**src/core/iwd_pkg.sv**
```systemverilog
// Shared constants and types for the instruction word decoder.
package iwd_pkg;
  localparam int INSN_W = 14;
  localparam int FADDR_W = 7;
  localparam int DATA_W = 8;
  localparam int LIT8_W = 8;
  localparam int LIT11_W = 11;
  localparam int BIT_W = 3;
  localparam int OP_W = 4;
  // Field positions within the instruction word.
  localparam int FMT_HI = 13;
  localparam int FMT_LO = 12;
  localparam int OP_HI = 11;
  localparam int OP_LO = 8;
  localparam int D_POS = 7;
  localparam int FA_HI = 6;
  localparam int BIT_HI = 9;
  localparam int BIT_LO = 7;
  localparam int BIT_TEST_POS = 11;
  localparam int NOP_LOW_HI = 4;
  localparam int X_NOP_HI = 6;
  localparam int X_NOP_LO = 5;
  localparam int X_LIT_HI = 9;
  localparam int X_LIT_LO = 8;
  // Top two bits of the word.
  localparam logic [1:0] TOP_BYTE = 2'h0;
  localparam logic [1:0] TOP_BIT = 2'h1;
  localparam logic [1:0] TOP_JUMP = 2'h2;
  localparam logic [1:0] TOP_LIT = 2'h3;
  // Operation codes that the decoder must tell apart.
  localparam logic [OP_W-1:0] OPB_MISC = 4'h0;
  localparam logic [OP_W-1:0] OPB_CLR = 4'h1;
  localparam logic [OP_W-1:0] OPB_DECSZ = 4'hb;
  localparam logic [OP_W-1:0] OPB_SWAP = 4'he;
  localparam logic [OP_W-1:0] OPB_INCSZ = 4'hf;
  localparam logic [OP_W-1:0] OPL_PAIR_MASK = 4'hc;
  localparam logic [OP_W-1:0] OPL_ONE_MASK = 4'he;
  localparam logic [OP_W-1:0] OPL_MOVE = 4'h0;
  localparam logic [OP_W-1:0] OPL_RETL = 4'h4;
  localparam logic [OP_W-1:0] OPL_SUBL = 4'hc;
  localparam logic [OP_W-1:0] OPL_ADDL = 4'he;
  localparam logic [INSN_W-1:0] WORD_RETURN = 14'h0008;
  localparam logic [INSN_W-1:0] WORD_RETINT = 14'h0009;
  localparam logic [INSN_W-1:0] WORD_SLEEP = 14'h0063;
  localparam logic [INSN_W-1:0] WORD_WDTCLR = 14'h0064;
  localparam logic [DATA_W-1:0] BIT_ONE = 8'h01;
  // Oscillator periods per instruction cycle; the core clock is the oscillator.
  localparam int OSC_PER_CYCLE = 4;
  typedef enum logic [1:0] {
    FMT_BYTE = 2'b00,
    FMT_BIT = 2'b01,
    FMT_LIT = 2'b10
  } iwd_fmt_t;
  typedef enum logic [1:0] {
    PH_Q1 = 2'b00,
    PH_Q2 = 2'b01,
    PH_Q3 = 2'b10,
    PH_Q4 = 2'b11
  } iwd_phase_t;
endpackage

```
**src/core/iwd_decoder.sv**
```systemverilog
// Instruction decoder with four-phase cycle sequencing and read-modify-write strobes.
`timescale 1ns/100ps
//
// Contract
// - Each 14-bit word is split into an operation part and operand fields.
// - Every word is sorted into byte, bit or literal/control format.
// - A byte operation with destination 0 writes the accumulator, except operation code 0, which writes neither; with 1 it writes the file register.
// - The file address is seven bits, selecting registers 0x00 to 0x7f.
// - A bit operation touches only the one selected bit of the 8-bit register.
// - The literal is decoded as 8 bits, or 11 bits for jump and call targets.
// - One instruction cycle spans four oscillator periods and advances one instruction.
// - A taken test or a program counter change costs a second cycle that runs as a no-operation.
// - Any instruction naming a file register reads it before storing, even when it only writes.
// - Clearing a port therefore reads the port and clears the port-change mismatch.
// - Don't-care bits are ignored so either value gives the same operation.
// - A port register modified from itself reads the pin levels, not the latch.
// - A write to the timer zero count clears the prescaler when it is assigned to that timer.
module iwd_decoder
  import iwd_pkg::*;
#(
  parameter logic [iwd_pkg::FADDR_W-1:0] TIMER_ZERO_ADDR = 7'h01,
  parameter logic [iwd_pkg::FADDR_W-1:0] PC_LOW_ADDR = 7'h02,
  parameter logic [iwd_pkg::FADDR_W-1:0] IO_FIRST_ADDR = 7'h05,
  parameter logic [iwd_pkg::FADDR_W-1:0] IO_LAST_ADDR = 7'h09
)
(
  // Clock and reset
  input wire logic clk,
  input wire logic rst,
  // Program memory and datapath inputs
  input wire logic [iwd_pkg::INSN_W-1:0] insnWord,
  input wire logic skipTaken,
  input wire logic prescToTimer,
  // Decoded fields
  output iwd_pkg::iwd_fmt_t fmt,
  output logic [iwd_pkg::INSN_W-1:0] normWord,
  output logic [iwd_pkg::FADDR_W-1:0] fileAddr,
  output logic destSel,
  output logic [iwd_pkg::BIT_W-1:0] bitSel,
  output logic [iwd_pkg::DATA_W-1:0] bitMask,
  output logic [iwd_pkg::LIT8_W-1:0] lit8,
  output logic [iwd_pkg::LIT11_W-1:0] lit11,
  // Sequencing strobes
  output iwd_pkg::iwd_phase_t phase,
  output logic fileRdStrb,
  output logic readPins,
  output logic fileWrStrb,
  output logic accWrStrb,
  output logic statusWrStrb,
  output logic pcLoad,
  output logic prescClr,
  output logic fetchStrb,
  output logic nopCycle
);

  typedef struct packed {
    iwd_phase_t phase;
    logic [INSN_W-1:0] insn;
    logic nopCycle;
    logic nopNext;
    iwd_fmt_t fmt;
    logic [INSN_W-1:0] normWord;
    logic [FADDR_W-1:0] fileAddr;
    logic destSel;
    logic [BIT_W-1:0] bitSel;
    logic [DATA_W-1:0] bitMask;
    logic [LIT8_W-1:0] lit8;
    logic [LIT11_W-1:0] lit11;
    logic fileRdStrb;
    logic readPins;
    logic fileWrStrb;
    logic accWrStrb;
    logic statusWrStrb;
    logic pcLoad;
    logic prescClr;
    logic fetchStrb;
  } iwd_state_t;

  // After reset the first cycle is a flush, so the word already on the bus is fetched cleanly.
  localparam iwd_state_t RST_STATE = '{phase: PH_Q1, nopCycle: 1'b1, fmt: FMT_BYTE, default: '0};

  iwd_state_t st_ff;
  iwd_state_t nxt_st;
  iwd_fmt_t dFmt;
  logic [INSN_W-1:0] dNorm;
  logic [FADDR_W-1:0] dAddr;
  logic dDest;
  logic [BIT_W-1:0] dBit;
  logic [LIT8_W-1:0] dLit8;
  logic [LIT11_W-1:0] dLit11;
  logic dNames;
  logic dWrFile;
  logic dWrAcc;
  logic dStatus;
  logic dSkip;
  logic dJump;
  logic pcWrite;
  logic isIo;

  iwd_field_split u_split (
    .word(st_ff.insn),
    .fmt(dFmt),
    .normWord(dNorm),
    .fileAddr(dAddr),
    .destSel(dDest),
    .bitSel(dBit),
    .lit8(dLit8),
    .lit11(dLit11),
    .namesFile(dNames),
    .writesFile(dWrFile),
    .writesAcc(dWrAcc),
    .affectsStatus(dStatus),
    .isSkip(dSkip),
    .changesPc(dJump)
  );

  ////////////////////////////////////////////////////////////////////////////////////////////////
  always_comb begin
    nxt_st = st_ff;
    pcWrite = dWrFile && (dAddr == PC_LOW_ADDR);
    isIo = (dAddr >= IO_FIRST_ADDR) && (dAddr <= IO_LAST_ADDR);
    nxt_st.phase = iwd_phase_t'(st_ff.phase + 2'd1);
    nxt_st.fileRdStrb = 1'b0;
    nxt_st.readPins = 1'b0;
    nxt_st.fileWrStrb = 1'b0;
    nxt_st.accWrStrb = 1'b0;
    nxt_st.statusWrStrb = 1'b0;
    nxt_st.pcLoad = 1'b0;
    nxt_st.prescClr = 1'b0;
    nxt_st.fetchStrb = 1'b0;
    case (st_ff.phase)
      PH_Q1: begin
        nxt_st.fmt = dFmt;
        nxt_st.normWord = dNorm;
        nxt_st.fileAddr = dAddr;
        nxt_st.destSel = dDest;
        nxt_st.bitSel = dBit;
        nxt_st.bitMask = BIT_ONE << dBit;
        nxt_st.lit8 = dLit8;
        nxt_st.lit11 = dLit11;
        // forced read of any named file
        nxt_st.fileRdStrb = dNames && !st_ff.nopCycle;
        // port reads come from the pins
        nxt_st.readPins = dNames && isIo && !st_ff.nopCycle;
      end
      PH_Q2: begin
      end
      PH_Q3: begin
        // writes suppressed in the flush cycle
        nxt_st.fileWrStrb = dWrFile && !st_ff.nopCycle;
        nxt_st.accWrStrb = dWrAcc && !st_ff.nopCycle;
        nxt_st.statusWrStrb = dStatus && !st_ff.nopCycle;
        nxt_st.pcLoad = (dJump || pcWrite) && !st_ff.nopCycle;
        // timer zero write clears its prescaler
        nxt_st.prescClr = dWrFile && (dAddr == TIMER_ZERO_ADDR) && prescToTimer && !st_ff.nopCycle;
        // second cycle on a change of flow or a taken test
        nxt_st.nopNext = !st_ff.nopCycle && (dJump || pcWrite || (dSkip && skipTaken));
        nxt_st.fetchStrb = 1'b1;
      end
      PH_Q4: begin
        nxt_st.insn = insnWord;
        nxt_st.nopCycle = st_ff.nopNext;
        nxt_st.nopNext = 1'b0;
      end
      default: begin
        nxt_st = RST_STATE;
      end
    endcase
  end

  always_ff @(posedge clk) begin
    if (rst) begin
      st_ff <= RST_STATE;
    end else begin
      st_ff <= nxt_st;
    end
  end

  ////////////////////////////////////////////////////////////////////////////////////////////////
  assign fmt = st_ff.fmt;
  assign normWord = st_ff.normWord;
  assign fileAddr = st_ff.fileAddr;
  assign destSel = st_ff.destSel;
  assign bitSel = st_ff.bitSel;
  assign bitMask = st_ff.bitMask;
  assign lit8 = st_ff.lit8;
  assign lit11 = st_ff.lit11;
  assign phase = st_ff.phase;
  assign fileRdStrb = st_ff.fileRdStrb;
  assign readPins = st_ff.readPins;
  assign fileWrStrb = st_ff.fileWrStrb;
  assign accWrStrb = st_ff.accWrStrb;
  assign statusWrStrb = st_ff.statusWrStrb;
  assign pcLoad = st_ff.pcLoad;
  assign prescClr = st_ff.prescClr;
  assign fetchStrb = st_ff.fetchStrb;
  assign nopCycle = st_ff.nopCycle;
endmodule

```
**src/core/iwd_field_split.sv**
```systemverilog
// Combinational split of one instruction word into format, fields and class flags.
`timescale 1ns/100ps
module iwd_field_split
  import iwd_pkg::*;
(
  // Raw word
  input wire logic [iwd_pkg::INSN_W-1:0] word,
  // Fields
  output iwd_pkg::iwd_fmt_t fmt,
  output logic [iwd_pkg::INSN_W-1:0] normWord,
  output logic [iwd_pkg::FADDR_W-1:0] fileAddr,
  output logic destSel,
  output logic [iwd_pkg::BIT_W-1:0] bitSel,
  output logic [iwd_pkg::LIT8_W-1:0] lit8,
  output logic [iwd_pkg::LIT11_W-1:0] lit11,
  // Class flags
  output logic namesFile,
  output logic writesFile,
  output logic writesAcc,
  output logic affectsStatus,
  output logic isSkip,
  output logic changesPc
);
  logic [1:0] top;
  logic [OP_W-1:0] op;
  logic isMisc;

  always_comb begin
    top = word[FMT_HI:FMT_LO];
    op = word[OP_HI:OP_LO];
    if (top == TOP_BYTE) begin
      fmt = FMT_BYTE;
    end else if (top == TOP_BIT) begin
      fmt = FMT_BIT;
    end else begin
      fmt = FMT_LIT;
    end
    // don't-care bits forced to zero so either value decodes alike
    normWord = word;
    isMisc = (top == TOP_BYTE) && (op == OPB_MISC) && !word[D_POS];
    if (isMisc && (word[NOP_LOW_HI:0] == '0)) begin
      normWord[X_NOP_HI:X_NOP_LO] = '0;
    end
    if ((top == TOP_BYTE) && (op == OPB_CLR) && !word[D_POS]) begin
      normWord[FA_HI:0] = '0;
    end
    if ((top == TOP_LIT) && (((op & OPL_PAIR_MASK) == OPL_MOVE) || ((op & OPL_PAIR_MASK) == OPL_RETL))) begin
      normWord[X_LIT_HI:X_LIT_LO] = '0;
    end
    if ((top == TOP_LIT) && (((op & OPL_ONE_MASK) == OPL_SUBL) || ((op & OPL_ONE_MASK) == OPL_ADDL))) begin
      normWord[X_LIT_LO] = 1'b0;
    end
    // opcode and operand fields; seven-bit file address
    fileAddr = normWord[FA_HI:0];
    destSel = normWord[D_POS];
    bitSel = normWord[BIT_HI:BIT_LO];
    lit8 = normWord[LIT8_W-1:0];
    lit11 = normWord[LIT11_W-1:0];
    namesFile = (top == TOP_BIT) || ((top == TOP_BYTE) && !isMisc && !((op == OPB_CLR) && !word[D_POS]));
    writesFile = ((top == TOP_BYTE) && namesFile && destSel) || ((top == TOP_BIT) && !word[BIT_TEST_POS]);
    writesAcc = ((top == TOP_BYTE) && !destSel && (op != OPB_MISC)) || (top == TOP_LIT);
    if (top == TOP_BYTE) begin
      if (op == OPB_MISC) begin
        affectsStatus = isMisc && ((normWord == WORD_SLEEP) || (normWord == WORD_WDTCLR));
      end else begin
        affectsStatus = (op != OPB_SWAP) && (op != OPB_DECSZ) && (op != OPB_INCSZ);
      end
    end else if (top == TOP_LIT) begin
      affectsStatus = ((op & OPL_PAIR_MASK) != OPL_MOVE) && ((op & OPL_PAIR_MASK) != OPL_RETL);
    end else begin
      affectsStatus = 1'b0;
    end
    isSkip = ((top == TOP_BYTE) && ((op == OPB_DECSZ) || (op == OPB_INCSZ))) ||
             ((top == TOP_BIT) && word[BIT_TEST_POS]);
    changesPc = (top == TOP_JUMP) || ((top == TOP_LIT) && ((op & OPL_PAIR_MASK) == OPL_RETL)) ||
                (isMisc && ((normWord == WORD_RETURN) || (normWord == WORD_RETINT)));
  end
endmodule

```
**config.mk**
```make
export PLATFORM = sky130hd
export DESIGN_NAME = iwd_decoder
export DESIGN_NICKNAME = d
export VERILOG_FILES = /design/src/core/iwd_pkg.sv /design/src/core/iwd_decoder.sv /design/src/core/iwd_field_split.sv
export SDC_FILE = /design/constraint.sdc
export NUM_CORES = 1
export LEC_CHECK = 0
export BUFFER_PORTS_ARGS = -buffer_cell sky130_fd_sc_hd__buf_4
export CELL_PAD_IN_SITES_DETAIL_PLACEMENT = 0
export CELL_PAD_IN_SITES_GLOBAL_PLACEMENT = 1
export CORE_MARGIN = 8
export CORE_UTILIZATION = 42
export CTS_CLUSTER_SIZE = 14
export DETAILED_ROUTE_END_ITERATION = 10
export GPL_ROUTABILITY_DRIVEN = 0
export PLACE_DENSITY_LB_ADDON = 0.1
export SKIP_CTS_REPAIR_TIMING = 1
export SLEW_MARGIN = 20
export SYNTH_ARGS = -nofsm -noshare
export SYNTH_HDL_FRONTEND = slang
export SYNTH_HIERARCHICAL = 1
export SYNTH_SLANG_ARGS = --single-unit
```
**constraint.sdc**
```tcl
create_clock -name clk -period 2.95 [get_ports clk]
set_clock_uncertainty 0.15 [all_clocks]
set_input_delay 0.59 -clock clk [delete_from_list [all_inputs] [get_ports clk]]
set_output_delay 0.59 -clock clk [all_outputs]
set_load 0.005 [all_outputs]
```
; ---- Yosys cells after proc, flatten, opt, wreduce, memory -nomap -nowiden
; Cells that the tools add are included.
[op_classes]
add_sub_neg = 1
multipliers = 0
div_mod_pow = 0
order_cmp = 2
n_eq_ne = 21
shifts = 1
mux = 11
bitwise_logic = 2
reduce_logical = 65
[ops]
columns = cell, n
row1 = 1-bit logical AND, 37
row2 = "14-bit by 4-bit equality test with 1-bit output, second input constant", 2
row3 = "14-bit by 7-bit equality test with 1-bit output, second input constant", 2
row4 = 1-bit logical OR, 13
row5 = "4-bit inequality test, second input constant", 3
row6 = "2-bit equality test, second input constant", 4
row7 = "4-bit equality test, second input constant", 2
row8 = 4-bit zero test, 2
row9 = 2-bit 2-to-1 mux, 4
row10 = 4-bit nonzero test, 2
row11 = "1-bit by 3-bit left shift with 8-bit output, first input constant", 1
row12 = "7-bit by 1-bit equality test with 1-bit output, second input constant", 1
row13 = "7-bit by 2-bit equality test with 1-bit output, second input constant", 1
row14 = "7-bit by 3-bit greater-or-equal comparator with 1-bit output, second input constant", 1
row15 = "7-bit by 4-bit <= comparator with 1-bit output, second input constant", 1
row16 = 7-bit 2-to-1 mux, 1
row17 = "3-bit equality test, second input constant", 2
row18 = 1-bit zero test, 5
row19 = 5-bit zero test, 1
row20 = 1-bit 2-to-1 mux, 5
row21 = "2-bit by 1-bit equality test with 1-bit output, second input constant", 2
row22 = "4-bit by 1-bit equality test with 1-bit output, second input constant", 1
row23 = 2-bit zero test, 2
row24 = 2-bit OR reduction, 2
row25 = other kinds (5), 6
[word_totals]
reg_bits = 80
latch_bits = 0
mem_bits_rw = 0
rom_bits = 0
wordCells = 123
mem_count = 0

; ---- Longest topological paths before layout
[depth]
ltp_word = 15
ltp_mapped = 8

; ---- By module
; The synthesis kept the hierarchy.
[modules_own_cells]
columns = mod, instances, cells_each, area_per_inst_um2, seq_area_each_um2
row1 = iwd_decoder, 1, 334, 3323.2, 1601.5
row2 = iwd_field_split, 1, 79, 554.3, 0.0

; ---- Worst setup path after synthesis
; No wires, ideal clock.
[synth_path]
path_kind = reg-to-reg
from = reg st_ff[64] in the netlist's numbering
to = reg st_ff[62] in the netlist's numbering
setup_time_ns = 0.103
t_arrival_ns = 2.102
t_required_ns = 2.697
setup_slack_ns = 0.595
path_stages_with_launch = 7
period_less_slack_ns = 2.355
path_cell_list = dfxtp_1 > or4_2 > o21bai_1 > a21boi_0 > nor4_4 > a21oi_2 > a2111oi_2
[synth_between]
elab_chain_cells = 12
word_cells_on_any_way = 15
cone_classes = eq/ne: 3 / mux: 3 / reduce/logical: 9
[synth_lines]
columns = element, line_no
row1 = start: declaration, iwd_decoder.sv:82  ; iwd_state_t st_ff;
row2 = start signal: assignment, iwd_decoder.sv:175  ; st_ff <= nxt_st;
row3 = 5-bit zero test (*), iwd_field_split.sv:41  ; if (isMisc && (word[NOP_LOW_HI:0] == '0)) begin
row4 = 1-bit logical AND (*), iwd_field_split.sv:41
row5 = 2-bit 2-to-1 mux (*), iwd_field_split.sv:41
row6 = 7-bit 2-to-1 mux (*), iwd_field_split.sv:44  ; if ((top == TOP_BYTE) && (op == OPB_CLR) && !word[D_POS]) begin
row7 = via dAddr[6], iwd_decoder.sv:86  ; logic [FADDR_W-1:0] dAddr;
row8 = 14-bit by 4-bit equality test with 1-bit output, iwd_field_split.sv:76  ; (isMisc && ((normWord == WORD_RETURN) || (normWord == WORD_RETINT)));
row9 = 1-bit logical OR, iwd_field_split.sv:76
row10 = 1-bit logical AND, iwd_field_split.sv:76
row11 = 1-bit logical OR, iwd_field_split.sv:75  ; changesPc = (top == TOP_JUMP) || ((top == TOP_LIT) && ((op & OPL_PAIR_MASK) == OPL_RETL)) ||
row12 = 1-bit logical OR (*) (2 in a row), iwd_decoder.sv:157  ; nxt_st.nopNext = !st_ff.nopCycle && (dJump || pcWrite || (dSkip && skipTaken));
row13 = 1-bit logical AND (*), iwd_decoder.sv:157
row14 = 1-bit case mux with 2 select lines (*), iwd_decoder.sv:131  ; case (st_ff.phase)
; The timed path passes the listed nets; every way through them passes the cells marked *.
; A chain may end at the register's enable or synchronous reset.

; ---- Worst setup path after layout
; Same ends and word-level chain as after synthesis.

==> metrics.md <==
| Metric | Value |
|---|---|
| Status | finished clean |
| CTS root buf | clkbuf_8 |
| Die Wd | about 110 um |
| Cell area after synthesis | a little under 0.004 mm^2 |
| CP Class | reg -> reg |
| Final period util | 0.873 |
| R2R setup slack | about 380 ps |
| Syn Area/Cell | 9.39 um^2 |
| Delay-heaviest family, CP | simple AND/OR/NAND/NOR gates |
| CP arrival | approximately 2700 ps |
| Yosys cell types | between 40 and 50 |
| Max IR drop VDD | between 200 and 250 uV |
| Area Growth Syn to Fin | 5.74% |
| RSZ-0062 raised after global routing | false |
| Num rows | 35 |
| Post-synth EDFFs | 0 |
| Mapped Cells | ~410 |
| Worst-Skew Late Latency | ~340 ps |
| Rel. slew slack | 0.335 |
| First-pass GRT wire length | about 13 mm |
| Cell taking the most area after synthesis | dfxtp_1 |
| Pwr Density | just over 500 mW/mm^2 |
| # clock sinks | 80 |
| Starting DRT DRC Count | 74 |
| CP Buf/Inv Count | 0 |
| Drc violations | 0 |
| Seq/Total Area, Yosys | 0.413 |
| CP peak stage delay | roughly 660 ps |
| Worst-case clock buffer depth | 2 |
| DRT antenna net count | 0 |
| Most common cell in the netlist | buf_4 |
| Die H | around 110 um |
| Hold Vio Cnt, Final | 0 |
| DR vias/cell | 4.87 |
| Total Power | around 2.1 mW |
| Post-Layout Cell Count | 517 |
| First drt pass iteration count | 6 |
| Total vias in the final route | ~2,500 |
| Worst setup SP type | register |
| Share of layout cells above drive strength 1 | 0.286 |
| Routed WL per cell | about 16 um |
| Cts bufs inserted | 9 |
| DRT Wirelength | between 8 and 9 mm |
| Worst path slowest cell | or4_2 |
| Placed cell count | 502 |
| Die area | 0.0126 mm^2 |
| Hold WC Path Type | reg -> reg |
| I/O pins | between 80 and 90 |
| Setup TNS | 0 ps |
| FF+latch count, synth | 80 |
| Hold WS | about 320 ps |
| Worst-path clk slew | 80 ps |
| GRT Overall Usage | 0.135 |
| HPWL Detailed | a little over 6 mm |
| Core area | 0.00911 mm^2 |
| Worst-margin pin slew | 989 ps |
| GRT overflow | 0 |
| Util after Layout | 0.450 |
| Worst-path cell chain | or4_2, o21bai_1, a21boi_0, nor4_4, a21oi_2, a2111oi_2 |
| Final Setup Violations | 0 |
| Vias in the first global route | about 2,400 |
| Leakage | about 1.8 nW |
| Maximum clock frequency | slightly below 0.4 GHz |
| Number of inserted diodes | 0 |
| Main synth FF type | dfxtp_1 |
| Mapped Nets | 434 |
| MaxCap Viol Count | 0 |
| Synth area leaders | dfxtp_1 (41%), buf_4 (18%), mux2i_1 (16%) |
| # nets final | 423 |
| H-Tree Depth | 3 |
| Top cells by count, synth | buf_4 (91), dfxtp_1 (80), nor2_1 (75), mux2i_1 (63), buf_2 (11) |
| CP max FO | 6 |
| Largest net degree at the start of global routing | 56 |
| Yosys warnings | 6 |
| Share of flip-flops with an asynchronous set or reset | 0 |
| Final Max Slew Viols | 0 |
| Min cycle time layout | between 2000 and 3000 ps |
| TritonCTS clock tree | done |
| CP Capture Type | register |
| # port buffers | 82 |
| Worst EP required | between 3000 and 4000 ps |
| Initial antenna violation count | 0 |
| Yosys top cell area share | 0.413 |
| Initial Util | 0.426 |
state kept, by name, indices dropped and copies added (netlist names), 2 cells and up:
name,cells
lit11,11
normWord,14
fileAddr,7
bitMask,8
fmt,2
lit8,8
phase,2
bitSel,3
st_ff,15
cell usage in the layout (no fill, tap or decap), types with 3 or more instances in the layout:
master,count
mux2i_1,63
and2_1,4
nor3_1,4
clkinv_2,3
nor2b_1,7
o21ai_0,4
inv_1,4
a21boi_0,3
a21oi_1,8
and3_1,6
dfxtp_1,80
clkbuf_8,10
nand2b_1,4
nand4b_1,4
buf_4,91
nand2_1,4
nor2_1,75
power by group:
group	internal, mW	switching, mW
Sequential	1.10	0.0200
Combinational	0.123	0.135
Clock	0.322	0.386
Total	1.55	0.541
worst paths after layout:
kind | startpoint | endpoint | cells after the start
hold reg to reg | st_ff[62]$_SDFFE_PP0P_ | nopCycle$_SDFFE_PP1P_ | 1
setup reg to reg | st_ff[64]$_SDFFE_PP0P_ | st_ff[62]$_SDFFE_PP0P_ | 6
setup / recovery | st_ff[64]$_SDFFE_PP0P_ | st_ff[62]$_SDFFE_PP0P_ | 6
hold / removal | st_ff[62]$_SDFFE_PP0P_ | nopCycle$_SDFFE_PP1P_ | 1
layout make-up:
type	instances	area, um^2
timing repair buffer	91	683
inverter	4	15.0
multi-input combinational	216	1490
sequential	80	1600
tap	111	139
fill	911	5010
clock buffer	10	138
clock inverter	5	31.3
through the flow:
step,area (um^2),worst slack (ps)
2_1_floorplan,3880,595
3_3_place_gp,3930,430
3_5_place_dp,3930,400
4_1_cts,4100,365
5_1_grt,4100,193
6_report,4100,375
cells by family (layout without fill, tap and decap cells):
group,after synthesis,after routing,share of synthesized area
AND/OR/NAND/NOR,123,123,0.160
buffers and inverters,117,110,0.205
flip-flops,80,80,0.413
multiplexers,63,63,0.163
AO/OA/AOI/OAI,27,27,0.0497
adder cells (fa/ha/maj),3,3,0.00968
metal layers:
layer / vias to the layer above / track usage / routed length (um)
met3: 9 / 0.0456 / 386
met1: 1188 / 0.163 / 3910
li1: 1255 / - / -
met5: - / 0 / 0
met4: 0 / 0.0405 / 100
met2: 64 / 0.222 / 4120
(Power assumes the default switching activity.)
